--- config.mk ---
export PLATFORM = sky130hd
export DESIGN_NAME = channel_validation_trigger_select
export DESIGN_NICKNAME = d
export VERILOG_FILES = /design/src/hdl/cvt_pkg.sv /design/src/hdl/ft_shaper.sv /design/src/hdl/val_stretch.sv /design/src/hdl/channel_validation_trigger_select.sv
export VERILOG_INCLUDE_DIRS = /design/src /design/src/hdl
export SDC_FILE = /design/constraint.sdc
export NUM_CORES = 2
export LEC_CHECK = 0
export ABC_CLOCK_PERIOD_IN_PS = 3600
export BUFFER_PORTS_ARGS = -buffer_cell sky130_fd_sc_hd__clkbuf_2
export CORE_MARGIN = 3
export CORE_UTILIZATION = 60
export CTS_BUF_LIST = sky130_fd_sc_hd__clkbuf_8
export CTS_CLUSTER_SIZE = 10
export DETAILED_ROUTE_END_ITERATION = 10
export PLACE_DENSITY = 0.77
export SETUP_SLACK_MARGIN = 0.15
export SYNTH_ARGS = -nofsm -noshare
export SYNTH_HDL_FRONTEND = slang
export SYNTH_SLANG_ARGS = --single-unit
--- constraint.sdc ---
create_clock -name clk -period 3.6 [get_ports clk]
set_input_delay 0.36 -clock clk [delete_from_list [all_inputs] [get_ports clk]]
set_output_delay 0.36 -clock clk [all_outputs]
set_load 0.05 [all_outputs]
--- src/hdl/cvt_params.svh ---
// constants for the channel validation trigger select block
`ifndef CVT_PARAMS_SVH
`define CVT_PARAMS_SVH
// register byte offsets
`define CVT_OFS_SEL_A        12'h000
`define CVT_OFS_SEL_B        12'h004
`define CVT_OFS_STRETCH      12'h008
`define CVT_OFS_FT_SHAPE     12'h00C
`define CVT_OFS_VAL_REQ      12'h010
`define CVT_OFS_MASK_BASE    12'h040
`define CVT_OFS_STATUS       12'h080
`define CVT_OFS_EVENT        12'h084
// field positions
`define CVT_MASK_MULT_BIT    16
`define CVT_MASK_GROUP_BIT   31
`define CVT_SELB_CHOICE_LSB  16
`define CVT_SELB_GATED_LSB   24
`define CVT_SELB_CHAN_LSB    28
// reset values
`define CVT_SEL_RESET        32'h0000_0000
`define CVT_STRETCH_RESET    8'h01
`define CVT_FT_LEN_RESET     8'h01
`define CVT_FT_DLY_RESET     8'h00
`endif

--- src/hdl/cvt_pkg.sv ---
// types shared by the trigger select block
package cvt_pkg;
    // group candidate choice codes
    typedef enum logic [1:0]
    {
        GRP_LOCAL = 2'h0,
        GRP_RIGHT = 2'h1,
        GRP_LEFT  = 2'h2,
        GRP_OFF   = 2'h3
    } grp_choice_t;
endpackage : cvt_pkg

--- src/hdl/ft_shaper.sv ---
// delays and re-widths one local fast trigger
`timescale 1ns/1ns
`default_nettype none
module ft_shaper
#(
    parameter int CW = 8
)
(
    // clock and reset
    input  wire logic          clk,
    input  wire logic          resetn,
    // settings
    input  wire logic [CW-1:0] delay_cycles,
    input  wire logic [CW-1:0] length_cycles,
    // trigger in and out
    input  wire logic          trig_in,
    output logic               trig_out
);
    typedef struct packed
    {
        logic          prev;   // last input level
        logic [CW-1:0] dcnt;   // delay countdown
        logic          dact;   // delay running
        logic [CW-1:0] wcnt;   // width countdown
        logic          out;    // shaped output
    } st_t;
    st_t s_reg;
    st_t s_next;
    // rising edge starts delay, then output held length cycles
    always_comb
    begin
        s_next = s_reg;
        s_next.prev = trig_in;
        if (trig_in && !s_reg.prev && !s_reg.dact)
        begin
            s_next.dact = 1'b1;
            s_next.dcnt = delay_cycles;
        end
        else if (s_reg.dact)
        begin
            if (s_reg.dcnt == '0)
            begin
                s_next.dact = 1'b0;
                s_next.wcnt = length_cycles;
            end
            else
                s_next.dcnt = s_reg.dcnt - 1'b1;
        end
        if (s_reg.wcnt != '0 && !(s_reg.dact && s_reg.dcnt == '0))
            s_next.wcnt = s_reg.wcnt - 1'b1;
        s_next.out = (s_next.wcnt != '0);
    end
    // state register
    always_ff @(posedge clk or negedge resetn)
    begin
        if (!resetn)
            s_reg <= '0;
        else
            s_reg <= s_next;
    end
    assign trig_out = s_reg.out;
endmodule : ft_shaper
`default_nettype wire

--- src/hdl/val_stretch.sv ---
// catches a validation edge as a pulse and stretches it
`timescale 1ns/1ns
`default_nettype none
module val_stretch
#(
    parameter int CW = 8
)
(
    // clock and reset
    input  wire logic          clk,
    input  wire logic          resetn,
    // stretch length in cycles
    input  wire logic [CW-1:0] stretch_len,
    // trigger in, stretched out
    input  wire logic          trig_in,
    output logic               pulse,
    output logic               stretched
);
    typedef struct packed
    {
        logic          prev;   // last input level
        logic          pls;    // one-cycle capture
        logic [CW-1:0] cnt;    // stretch countdown
    } st_t;
    st_t s_reg;
    st_t s_next;
    // edge to single pulse, pulse reloads the stretch counter
    always_comb
    begin
        s_next = s_reg;
        s_next.prev = trig_in;
        s_next.pls = trig_in && !s_reg.prev;
        if (s_reg.pls)
            s_next.cnt = stretch_len;
        else if (s_reg.cnt != '0)
            s_next.cnt = s_reg.cnt - 1'b1;
    end
    // state register
    always_ff @(posedge clk or negedge resetn)
    begin
        if (!resetn)
            s_reg <= '0;
        else
            s_reg <= s_next;
    end
    assign pulse = s_reg.pls;
    assign stretched = (s_reg.cnt != '0);
endmodule : val_stretch
`default_nettype wire

--- src/hdl/channel_validation_trigger_select.sv ---
// trigger routing: group, gated and channel validation triggers
//
// What this block does
// - group 0 candidates from select A 11..0
// - group 1 candidates from select A 23..12
// - group 2 candidates: A 31..24, B 3..0
// - group 3 candidates from select B 15..4
// - two-bit choice per group, B 23..16
// - channels 0-3 group 0 or gated, B24
// - same with B25, B26, B27 per quad
// - channel trigger output indexed by B 31..28
// - gated trigger is local AND external
// - local triggers shaped by length and delay
// - mask bit 16 picks multiplicity or coincidence
// - mask bit 31 picks group-gated or mult-coinc
// - validation captured as pulse, then stretched
// - validation required gates event recording
//
// Local design decisions: the APB register port and the register addresses.
`timescale 1ns/1ns
`default_nettype none
`include "cvt_params.svh"
module channel_validation_trigger_select
#(
    parameter int NCH = 16,
    parameter int CW  = 8
)
(
    // clock and reset
    input  wire logic            clk,
    input  wire logic            resetn,
    // apb slave
    input  wire logic            psel,
    input  wire logic            penable,
    input  wire logic            pwrite,
    input  wire logic [11:0]     paddr,
    input  wire logic [31:0]     pwdata,
    output logic      [31:0]     prdata,
    output logic                 pready,
    output logic                 pslverr,
    // trigger sources, asynchronous pins
    input  wire logic [NCH-1:0]  local_channel_fast_trigger,
    input  wire logic [NCH-1:0]  right_fast_trigger,
    input  wire logic [NCH-1:0]  left_fast_trigger,
    input  wire logic            ext_fast_trigger,
    input  wire logic [NCH-1:0]  mult_trigger,
    input  wire logic [NCH-1:0]  coinc_trigger,
    // outputs
    output logic [3:0]           group_trigger,
    output logic [NCH-1:0]       validation_trigger,
    output logic                 channel_trigger,
    output logic [NCH-1:0]       event_record
);
    // all registered state of this module apart from the synchronisers, shapers and stretchers
    // one struct, filled by the decode process below
    typedef struct packed
    {
        logic [31:0]          sel_a;      // group_candidate_select_a
        logic [31:0]          sel_b;      // group_candidate_select_b
        logic [CW-1:0]        stretch;    // channel trigger stretch length
        logic [CW-1:0]        ft_len;     // backplane pulse length
        logic [CW-1:0]        ft_dly;     // backplane delay
        logic [NCH-1:0]       val_req;    // validation_required_bit per channel
        logic [NCH-1:0][31:0] mask_hi;    // upper_contribution_mask per channel
        logic [NCH-1:0]       evt_seen;   // sticky recorded events
        logic [3:0]           grp;        // group trigger outputs
        logic [NCH-1:0]       val;        // validation outputs
        logic                 chan;       // selected channel trigger
        logic [NCH-1:0]       evt;        // event record pulses
        logic [31:0]          rdata;      // read data
        logic                 rdy;        // apb ready
        logic                 err;        // apb error
    } st_t;
    st_t s_reg;
    st_t s_next;

    // two-stage synchronisers for every pin input
    // pins are not timed to clk, so each passes two flops
    // only the second stage feeds any logic
    logic [5*NCH:0] sync1_reg;
    logic [5*NCH:0] sync2_reg;
    always_ff @(posedge clk or negedge resetn)
    begin
        if (!resetn)
        begin
            sync1_reg <= '0;
            sync2_reg <= '0;
        end
        else
        begin
            sync1_reg <= {ext_fast_trigger, coinc_trigger, mult_trigger,
                          left_fast_trigger, right_fast_trigger,
                          local_channel_fast_trigger};
            sync2_reg <= sync1_reg;
        end
    end
    // second stage split back into its sources
    logic [NCH-1:0] loc_s;    // synchronised local triggers
    logic [NCH-1:0] rgt_s;    // right neighbour
    logic [NCH-1:0] lft_s;    // left neighbour
    logic [NCH-1:0] mul_s;    // multiplicity
    logic [NCH-1:0] coi_s;    // coincidence
    logic           ext_s;    // external fast trigger
    assign loc_s = sync2_reg[NCH-1:0];
    assign rgt_s = sync2_reg[2*NCH-1:NCH];
    assign lft_s = sync2_reg[3*NCH-1:2*NCH];
    assign mul_s = sync2_reg[4*NCH-1:3*NCH];
    assign coi_s = sync2_reg[5*NCH-1:4*NCH];
    assign ext_s = sync2_reg[5*NCH];

    // pick one of sixteen lines by a 4-bit index
    // index is four bits wide, so NCH stays at sixteen
    function automatic logic pick16(input logic [NCH-1:0] v, input logic [3:0] i);
        pick16 = v[i];
    endfunction : pick16

    // choice decode
    // code 3, and any unknown code, keeps the group quiet
    function automatic logic choose(input logic [1:0] c, input logic l,
                                    input logic r, input logic f);
        case (cvt_pkg::grp_choice_t'(c))
            cvt_pkg::GRP_LOCAL: choose = l;
            cvt_pkg::GRP_RIGHT: choose = r;
            cvt_pkg::GRP_LEFT:  choose = f;
            default:            choose = 1'b0;
        endcase
    endfunction : choose

    // per-channel shapers for pulse width and delay
    // one length and one delay shared by all channels
    // a new edge during a running delay is ignored
    logic [NCH-1:0] shaped;   // shaped local fast triggers
    logic [NCH-1:0] pls;      // captured pulses
    logic [NCH-1:0] str;      // stretched validation
    for (genvar c = 0; c < NCH; c++)
    begin : g_ch
        ft_shaper #(.CW(CW)) u_shape
        (
            .clk           (clk),
            .resetn        (resetn),
            .delay_cycles  (s_reg.ft_dly),
            .length_cycles (s_reg.ft_len),
            .trig_in       (loc_s[c]),
            .trig_out      (shaped[c])
        );
        // capture and stretch
        // stretcher watches the registered validation level
        val_stretch #(.CW(CW)) u_str
        (
            .clk         (clk),
            .resetn      (resetn),
            .stretch_len (s_reg.stretch),
            .trig_in     (s_reg.val[c]),
            .pulse       (pls[c]),
            .stretched   (str[c])
        );
    end

    // candidate and trigger routing
    // local candidates are taken after the shaper
    // neighbour lines are used straight from the synchroniser
    logic [3:0]     cand_l;   // local candidates
    logic [3:0]     cand_r;   // right candidates
    logic [3:0]     cand_f;   // left candidates
    logic [3:0]     grp_c;    // group triggers
    logic [NCH-1:0] gated;    // gated local triggers
    logic [NCH-1:0] val_c;    // validation triggers
    always_comb
    begin
        cand_l[0] = pick16(shaped, s_reg.sel_a[3:0]);
        cand_r[0] = pick16(rgt_s, s_reg.sel_a[7:4]);
        cand_f[0] = pick16(lft_s, s_reg.sel_a[11:8]);
        cand_l[1] = pick16(shaped, s_reg.sel_a[15:12]);
        cand_r[1] = pick16(rgt_s, s_reg.sel_a[19:16]);
        cand_f[1] = pick16(lft_s, s_reg.sel_a[23:20]);
        cand_l[2] = pick16(shaped, s_reg.sel_a[27:24]);
        cand_r[2] = pick16(rgt_s, s_reg.sel_a[31:28]);
        cand_f[2] = pick16(lft_s, s_reg.sel_b[3:0]);
        cand_l[3] = pick16(shaped, s_reg.sel_b[7:4]);
        cand_r[3] = pick16(rgt_s, s_reg.sel_b[11:8]);
        cand_f[3] = pick16(lft_s, s_reg.sel_b[15:12]);
        // final group choice
        // code 3 turns the group off
        for (int g = 0; g < 4; g++)
            grp_c[g] = choose(s_reg.sel_b[`CVT_SELB_CHOICE_LSB+2*g +: 2],
                              cand_l[g], cand_r[g], cand_f[g]);
        for (int c = 0; c < NCH; c++)
        begin
            gated[c] = shaped[c] & ext_s;
            // final source, group or gated, mult or coinc
            if (s_reg.mask_hi[c][`CVT_MASK_GROUP_BIT])
                val_c[c] = s_reg.sel_b[`CVT_SELB_GATED_LSB + c/4] ? grp_c[c/4] : gated[c];
            else
                val_c[c] = s_reg.mask_hi[c][`CVT_MASK_MULT_BIT] ? mul_s[c] : coi_s[c];
        end
    end

    // apb decode, register writes and outputs
    // one wait state: ready follows the first access-phase edge
    // a write lands on that first access-phase edge
    // ready, read data and error stand for one cycle only
    logic       wr_en;    // write access phase
    logic       rd_en;    // read access phase
    logic [3:0] midx;     // mask register index
    logic       in_mask;  // address in mask block
    always_comb
    begin
        s_next = s_reg;
        wr_en = psel && penable && pwrite && !s_reg.rdy;
        rd_en = psel && penable && !pwrite && !s_reg.rdy;
        midx = paddr[5:2];
        // mask block holds one aligned word per channel
        in_mask = (paddr[11:6] == 6'(`CVT_OFS_MASK_BASE >> 6));
        s_next.rdy = psel && penable && !s_reg.rdy;
        s_next.err = 1'b0;
        s_next.rdata = '0;
        if (wr_en)
        begin
            if (in_mask && paddr[1:0] == 2'h0)
                s_next.mask_hi[midx] = pwdata;
            else
                case (paddr)
                    `CVT_OFS_SEL_A:    s_next.sel_a = pwdata;
                    `CVT_OFS_SEL_B:    s_next.sel_b = pwdata;
                    `CVT_OFS_STRETCH:  s_next.stretch = pwdata[CW-1:0];
                    `CVT_OFS_FT_SHAPE:
                    begin
                        s_next.ft_len = pwdata[CW-1:0];
                        s_next.ft_dly = pwdata[CW+15:16];
                    end
                    `CVT_OFS_VAL_REQ:  s_next.val_req = pwdata[NCH-1:0];
                    // event flags are cleared further down
                    `CVT_OFS_EVENT:    ;
                    // status is read-only: a write to it is refused
                    default:           s_next.err = 1'b1;
                endcase
        end
        // unmapped reads return zero with the error flag
        if (rd_en)
        begin
            if (in_mask && paddr[1:0] == 2'h0)
                s_next.rdata = s_reg.mask_hi[midx];
            else
                case (paddr)
                    `CVT_OFS_SEL_A:    s_next.rdata = s_reg.sel_a;
                    `CVT_OFS_SEL_B:    s_next.rdata = s_reg.sel_b;
                    `CVT_OFS_STRETCH:  s_next.rdata = 32'(s_reg.stretch);
                    `CVT_OFS_FT_SHAPE: s_next.rdata = {8'h00, s_reg.ft_dly, 8'h00, s_reg.ft_len};
                    `CVT_OFS_VAL_REQ:  s_next.rdata = 32'(s_reg.val_req);
                    `CVT_OFS_STATUS:   s_next.rdata = {12'h000, s_reg.grp, s_reg.val};
                    `CVT_OFS_EVENT:    s_next.rdata = 32'(s_reg.evt_seen);
                    default:           s_next.err = 1'b1;
                endcase
        end
        s_next.grp = grp_c;
        s_next.val = val_c;
        s_next.chan = pick16(val_c, s_reg.sel_b[`CVT_SELB_CHAN_LSB +: 4]);
        // validation overlap qualifies recording
        // without the requirement every shaped trigger counts
        for (int c = 0; c < NCH; c++)
            s_next.evt[c] = shaped[c] && !s_reg.val_req[c] ? 1'b1 :
                            shaped[c] && (str[c] || pls[c]);
        // sticky event flags: write-one clears, new event wins
        if (wr_en && paddr == `CVT_OFS_EVENT)
            s_next.evt_seen = s_reg.evt_seen & ~pwdata[NCH-1:0];
        s_next.evt_seen = s_next.evt_seen | s_reg.evt;
    end

    // state register
    // configuration loads its reset values, the rest clears
    always_ff @(posedge clk or negedge resetn)
    begin
        if (!resetn)
        begin
            s_reg <= '0;
            s_reg.sel_a <= `CVT_SEL_RESET;
            s_reg.sel_b <= `CVT_SEL_RESET;
            s_reg.stretch <= `CVT_STRETCH_RESET;
            s_reg.ft_len <= `CVT_FT_LEN_RESET;
            s_reg.ft_dly <= `CVT_FT_DLY_RESET;
        end
        else
            s_reg <= s_next;
    end

    // outputs from flip-flops
    // no logic after the flops, so outputs never glitch
    assign prdata = s_reg.rdata;
    assign pready = s_reg.rdy;
    assign pslverr = s_reg.err;
    assign group_trigger = s_reg.grp;
    assign validation_trigger = s_reg.val;
    assign channel_trigger = s_reg.chan;
    assign event_record = s_reg.evt;
endmodule : channel_validation_trigger_select
`default_nettype wire

-- Word level (Yosys, flattened, before mapping)
Index checks and enable logic that the tools add are counted.
- add/sub/neg operators: 48
- magnitude comparators: 15
- equality and inequality tests: 31
- multiplexer cells: 237
- bitwise gates (word level): 20
- reductions and logical operators: 345
- operators by type and width (cell ; number):
    $mux 8 ; 80
    $bwmux 512 ; 1
    $reduce_bool 8->1 ; 48
    $sub 8x1->8 const B ; 48
    $mux 9 ; 32
    $mux 17 ; 16
    $pmux 32 s7 ; 1
    $bmux 32 s4 ; 1
    $demux 32 s4 ; 1
    $logic_not 8->1 ; 16
    $mux 32 ; 4
    $logic_and 1x1->1 ; 121
    $mux 1 ; 83
    $logic_not 1->1 ; 82
    $lt 4x5->1 const B ; 14
    $reduce_bool 2->1 ; 32
    $bmux 1 s4 ; 13
    $reduce_and 2->1 ; 17
    $ne 2x1->1 const B ; 16
    $eq 12x4->1 const B ; 2
    $eq 12x8->1 const B ; 2
    $and 1x1->1 ; 16
    $and 16x16->16 ; 1
    $logic_or 1x1->1 ; 16
    other kinds (16) ; 33
- register bits after elaboration: 1329
- input bits: 130

-- Depth between registers and ports, before layout
- depth in word-level cells: 8
- depth in mapped cells: 12
- mapped depth without buffers: 10

-- By module
From an unflattened synthesis, not the netlist that was laid out.
- cells, all modules: 5485
- area total of the unflattened synthesis: 66040.8 µm²
- by module, submodules not included (module ; times used ; cells an instance ; area an instance (µm²)):
    channel_validation_trigger_select ; 1 ; 2429 ; 37713.7
    ft_shaper ; 16 ; 128 ; 1168.6
    val_stretch ; 16 ; 63 ; 601.8

-- Worst setup path after synthesis
OpenSTA, ideal clock, no wires.
- path kind: in2reg
- from: input paddr[2]
- to: register s_reg, in the netlist prdata[31]
- data arrival time: 2.601 ns
- data required time: 3.468 ns
- slack: 0.867 ns
- stages: 7
- buffers on the path: 3
- cells stage by stage: clkbuf_1 -> clkbuf_1 -> buf_1 -> mux4_2 -> mux4_2 -> a222oi_1 -> nor2_1
- RTL lines (what ; RTL line ; source):
    start, declared ; channel_validation_trigger_select.sv:36 ; input wire logic [11:0] paddr,
    end signal, assigned ; channel_validation_trigger_select.sv:283 ; s_reg <= s_next;
    end, declared ; channel_validation_trigger_select.sv:74 ; st_t s_reg;

-- Worst setup path after layout
- from: input penable
- to: register s_reg[127] in the netlist's numbering
- longest elaborated chain between the ends: 4
- RTL lines (what ; RTL line ; source):
    start, declared ; channel_validation_trigger_select.sv:34 ; input wire logic penable,
    $logic_and 1x1->1 (3 in series) ; channel_validation_trigger_select.sv:209 ; wr_en = psel && penable && pwrite && !s_reg.rdy;
    $reduce_and 2->1 (no line) ; - ;
Every way passes these cells.
A chain may end at the register's enable or synchronous reset.

==> results.py <==
metrics = {
    "routing": {
        "ant_nets": 0,
        "viasPerCell": 6.239,
        "post_drt_wl_per_cell_um": 24.32,
        "drt_iter0_markers": 4200,
        "finalWirelength_um": 169600,
        "dr.pass1.iters": 7,
        "drcViolationCount": 0,
        "vias": 43526,
    },
    "logic_synthesis": {
        "ys_async_sr_fraction_pct": 100.0,
        "synth_edf_count": 0,
        "syn_inst": 5160,
        "yosysWarnings": 0,
        "synth_area_um2": 62090,
        "synth_flop_cell": "dfrtp_1",
        "synth_area_per_cell_um2": 12.03,
        "syn_nets": 5355,
        "ys_types": 76,
        "synth-seq-area-share_pct": 53.57,
        "ys_seq_elements": 1329,
    },
    "final_layout": {
        "final_cell_mix": "1327 x dfrtp_1, 660 x mux2_2, 502 x nand2_1",
        "drive_gt1_share_pct": 28.13,
        "layout_commonest_cell": "dfrtp_1",
        "layout.cells.non_filler": 6976,
        "nets": 5617,
        "largest_reg_flops": 632,
        "area_delta_synth_final_pct": 12.87,
    },
    "global_routing": {
        "first_global_vias": 44230,
        "track_usage_pct": 31.86,
        "grt_max_degree": 120,
        "grt_antenna_before_repair": 10,
        "grt_overflow": 0,
        "grt_pass1_wl_um": 260800,
    },
    "die": {
        "row_count": 117,
        "core_area_um2": 102200,
        "dieHeight_um": 327.7,
        "die_w_um": 327.7,
        "start_util_pct": 60.76,
        "dieArea_um2": 107400,
        "ios": 201,
    },
    "setup_path": {
        "path_max_fanout": 32,
        "crit_slowest_cell": "or3_2",
        "cp-end-kind": "flop",
        "required_ns": 4.35,
        "start_kind": "input port",
        "cpPeakStageDelay_ns": 0.89,
        "crit_chain": "dlygate4sd3_1 > clkbuf_2 > nand2_1 > dlygate4sd3_1 > nor2_1 > nand2_1 > or3_1 > or3_2 > mux2_1",
        "r2r_end": "g_ch[10].u_shape.trig_out",
        "cp_top_family": "simple AND/OR/NAND/NOR gates",
        "rrSetupSlack_ns": 0.45,
        "worstRegToRegCells": 9,
        "worstPathArrival_ns": 3.99,
        "timing.rr.start": "g_ch[10].u_shape.s_reg[10]",
        "worstSetupPathType": "input port to flop",
        "critPathBufInv": 3,
    },
    "placement": {
        "place_inst": 6479,
        "gp_congestion": 0.9455,
        "dp_hpwl_um": 113100,
        "pre_cts_slack_ns": 0.2507,
        "numPortBuffers": 200,
    },
    "sta": {
        "fin_crit_sh_pct": 90.19,
        "rsz0062_at_grt": "false",
        "timing.slew.headroom_pct": 24.55,
        "setup_viol_count_final": 0,
        "post-route-min-period_ns": 3.247,
        "max_slew.worst_pin.slew_ns": 1.129,
        "setup_tns_ns": 0,
        "fmax_ghz": 0.3080,
        "finalHoldViolations": 0,
        "worst_slack_ns": 0.3531,
        "clock_skew_ns": 0.05034,
        "maxSlewViolCount": 0,
    },
    "clocking": {
        "cts_resized": 0,
        "cts_max_path_buffers": 3,
        "clock_latency_ns": 0.92,
        "h-tree-depth": 4,
        "holdBufCountCts": 101,
        "clk_pin_slew_ns": 0.06,
        "cts.sinks": 1329,
        "cts-root-buf": "clkbuf_8",
        "cts_tree": "built",
        "numCtsBuffers": 208,
        "post-cts-setup-buffers": 0,
    },
    "min_path": {
        "hold_path_class": "input port to asynchronous set/reset pin",
    },
    "job": {
        "cap_violations": 0,
    },
    "power_and_ir_drop": {
        "power.density_nw_per_um2": 622.0,
        "p_leak_uw": 0.03162,
        "peakVddDrop_uv": 407.2,
    },
    "status": {
        "outcome": "completed",
    },
}
-- worst register-to-register path, delay by kind of cell (launching register included) --
kind	cells	cell delay, ns
AO/OA/AOI/OAI	1	0.21
buffers and inverters	1	0.09
flip-flops	1	0.41
AND/OR/NAND/NOR	6	2.18
adder cells (fa/ha/maj)	1	0.17
-- synthesized netlist by cell type, types with 42 or more instances --
library cell | count | area share, %
a211oi_1 | 62 | 0.75
a21oi_1 | 163 | 1.3
buf_1 | 48 | 0.29
buf_4 | 68 | 0.82
clkbuf_1 | 241 | 1.5
dfrtp_1 | 1327 | 53
ha_1 | 65 | 1.3
inv_1 | 166 | 1.0
mux2_2 | 660 | 12
mux2i_1 | 52 | 0.84
mux4_2 | 194 | 7.0
nand2_1 | 502 | 3.0
nand2b_1 | 45 | 0.45
nor2_1 | 229 | 1.4
nor2b_1 | 104 | 1.0
nor3_1 | 126 | 1.0
nor4_1 | 62 | 0.62
o21ai_0 | 224 | 1.8
o31ai_1 | 105 | 1.3
or3_1 | 42 | 0.42
xnor2_1 | 153 | 2.2
xor2_1 | 72 | 1.0
-- cell families (layout without fill, tap and decap cells) --
| logic type | Yosys count | in the layout | synth area share [%] |
|---|---|---|---|
| xor gates and xnor gates | 225 | 225 | 3.174 |
| muxes | 909 | 909 | 19.90 |
| other | 0 | 13 | 0 |
| and+or+nand+nor | 1305 | 1305 | 10.26 |
| DFF | 1329 | 1329 | 53.57 |
| adders and majority gates | 65 | 65 | 1.310 |
| buffers and inverters | 556 | 991 | 3.839 |
| AOI/OAI and AO/OA | 771 | 771 | 7.944 |
-- per-stage QoR --
stage,instance area [um2],hold slack (ns),utilization (%),power (uW)
6_report,70080,0.04649,68.58,43590
5_1_grt,70070,0.03998,68.57,46190
4_1_cts,70050,0.001468,68.55,43650
3_5_place_dp,64500,0.3347,63.12,29950
3_3_place_gp,64500,0.3325,63.12,29420
2_1_floorplan,62090,0.06441,-,27210
-- report_power, final --
group          switching (uW)  total [uW]  internal, uW
Combinational            5570       10200          4660
Clock                    6190       13600          7390
Sequential               2460       19800         17300
-- per-layer routing --
metal / GRT usage [%] / up-vias / wire length, um
li1: - / 18906 / -
met4: 15.03 / 2 / 7868
met3: 8.213 / 451 / 16170
met5: 0 / - / 13
met1: 43.80 / 22211 / 68580
met2: 47.89 / 1956 / 77010
-- how the worst max path moves through the flow --
| stage | from | to | slack (ns) | depth (start not counted) |
|---|---|---|---|---|
| 6_report | penable | s_reg[127] | 0.35 | 9 |
| 2_1_floorplan | paddr[2] | prdata[31] | 0.87 | 7 |
| 3_3_place_gp | paddr[9] | s_reg[127] | 0.23 | 8 |
| 4_1_cts | g_ch[10].u_shape.s_reg[10] | g_ch[10].u_shape.trig_out | 0.45 | 9 |
| 3_5_place_dp | paddr[9] | s_reg[127] | 0.25 | 8 |
| 5_1_grt | g_ch[10].u_shape.s_reg[10] | g_ch[10].u_shape.trig_out | 0.16 | 9 |
-- area by class of cell --
type	instances	area, um2
antenna	13	32.53
clock buffer	268	3689
clock inverter	115	848.3
fill	7223	32100
inverter	166	623.1
multi-input combinational	3275	26580
sequential	1329	33260
tap	1368	1712
timing repair buffer	442	3339
(Power assumes the default switching activity.)
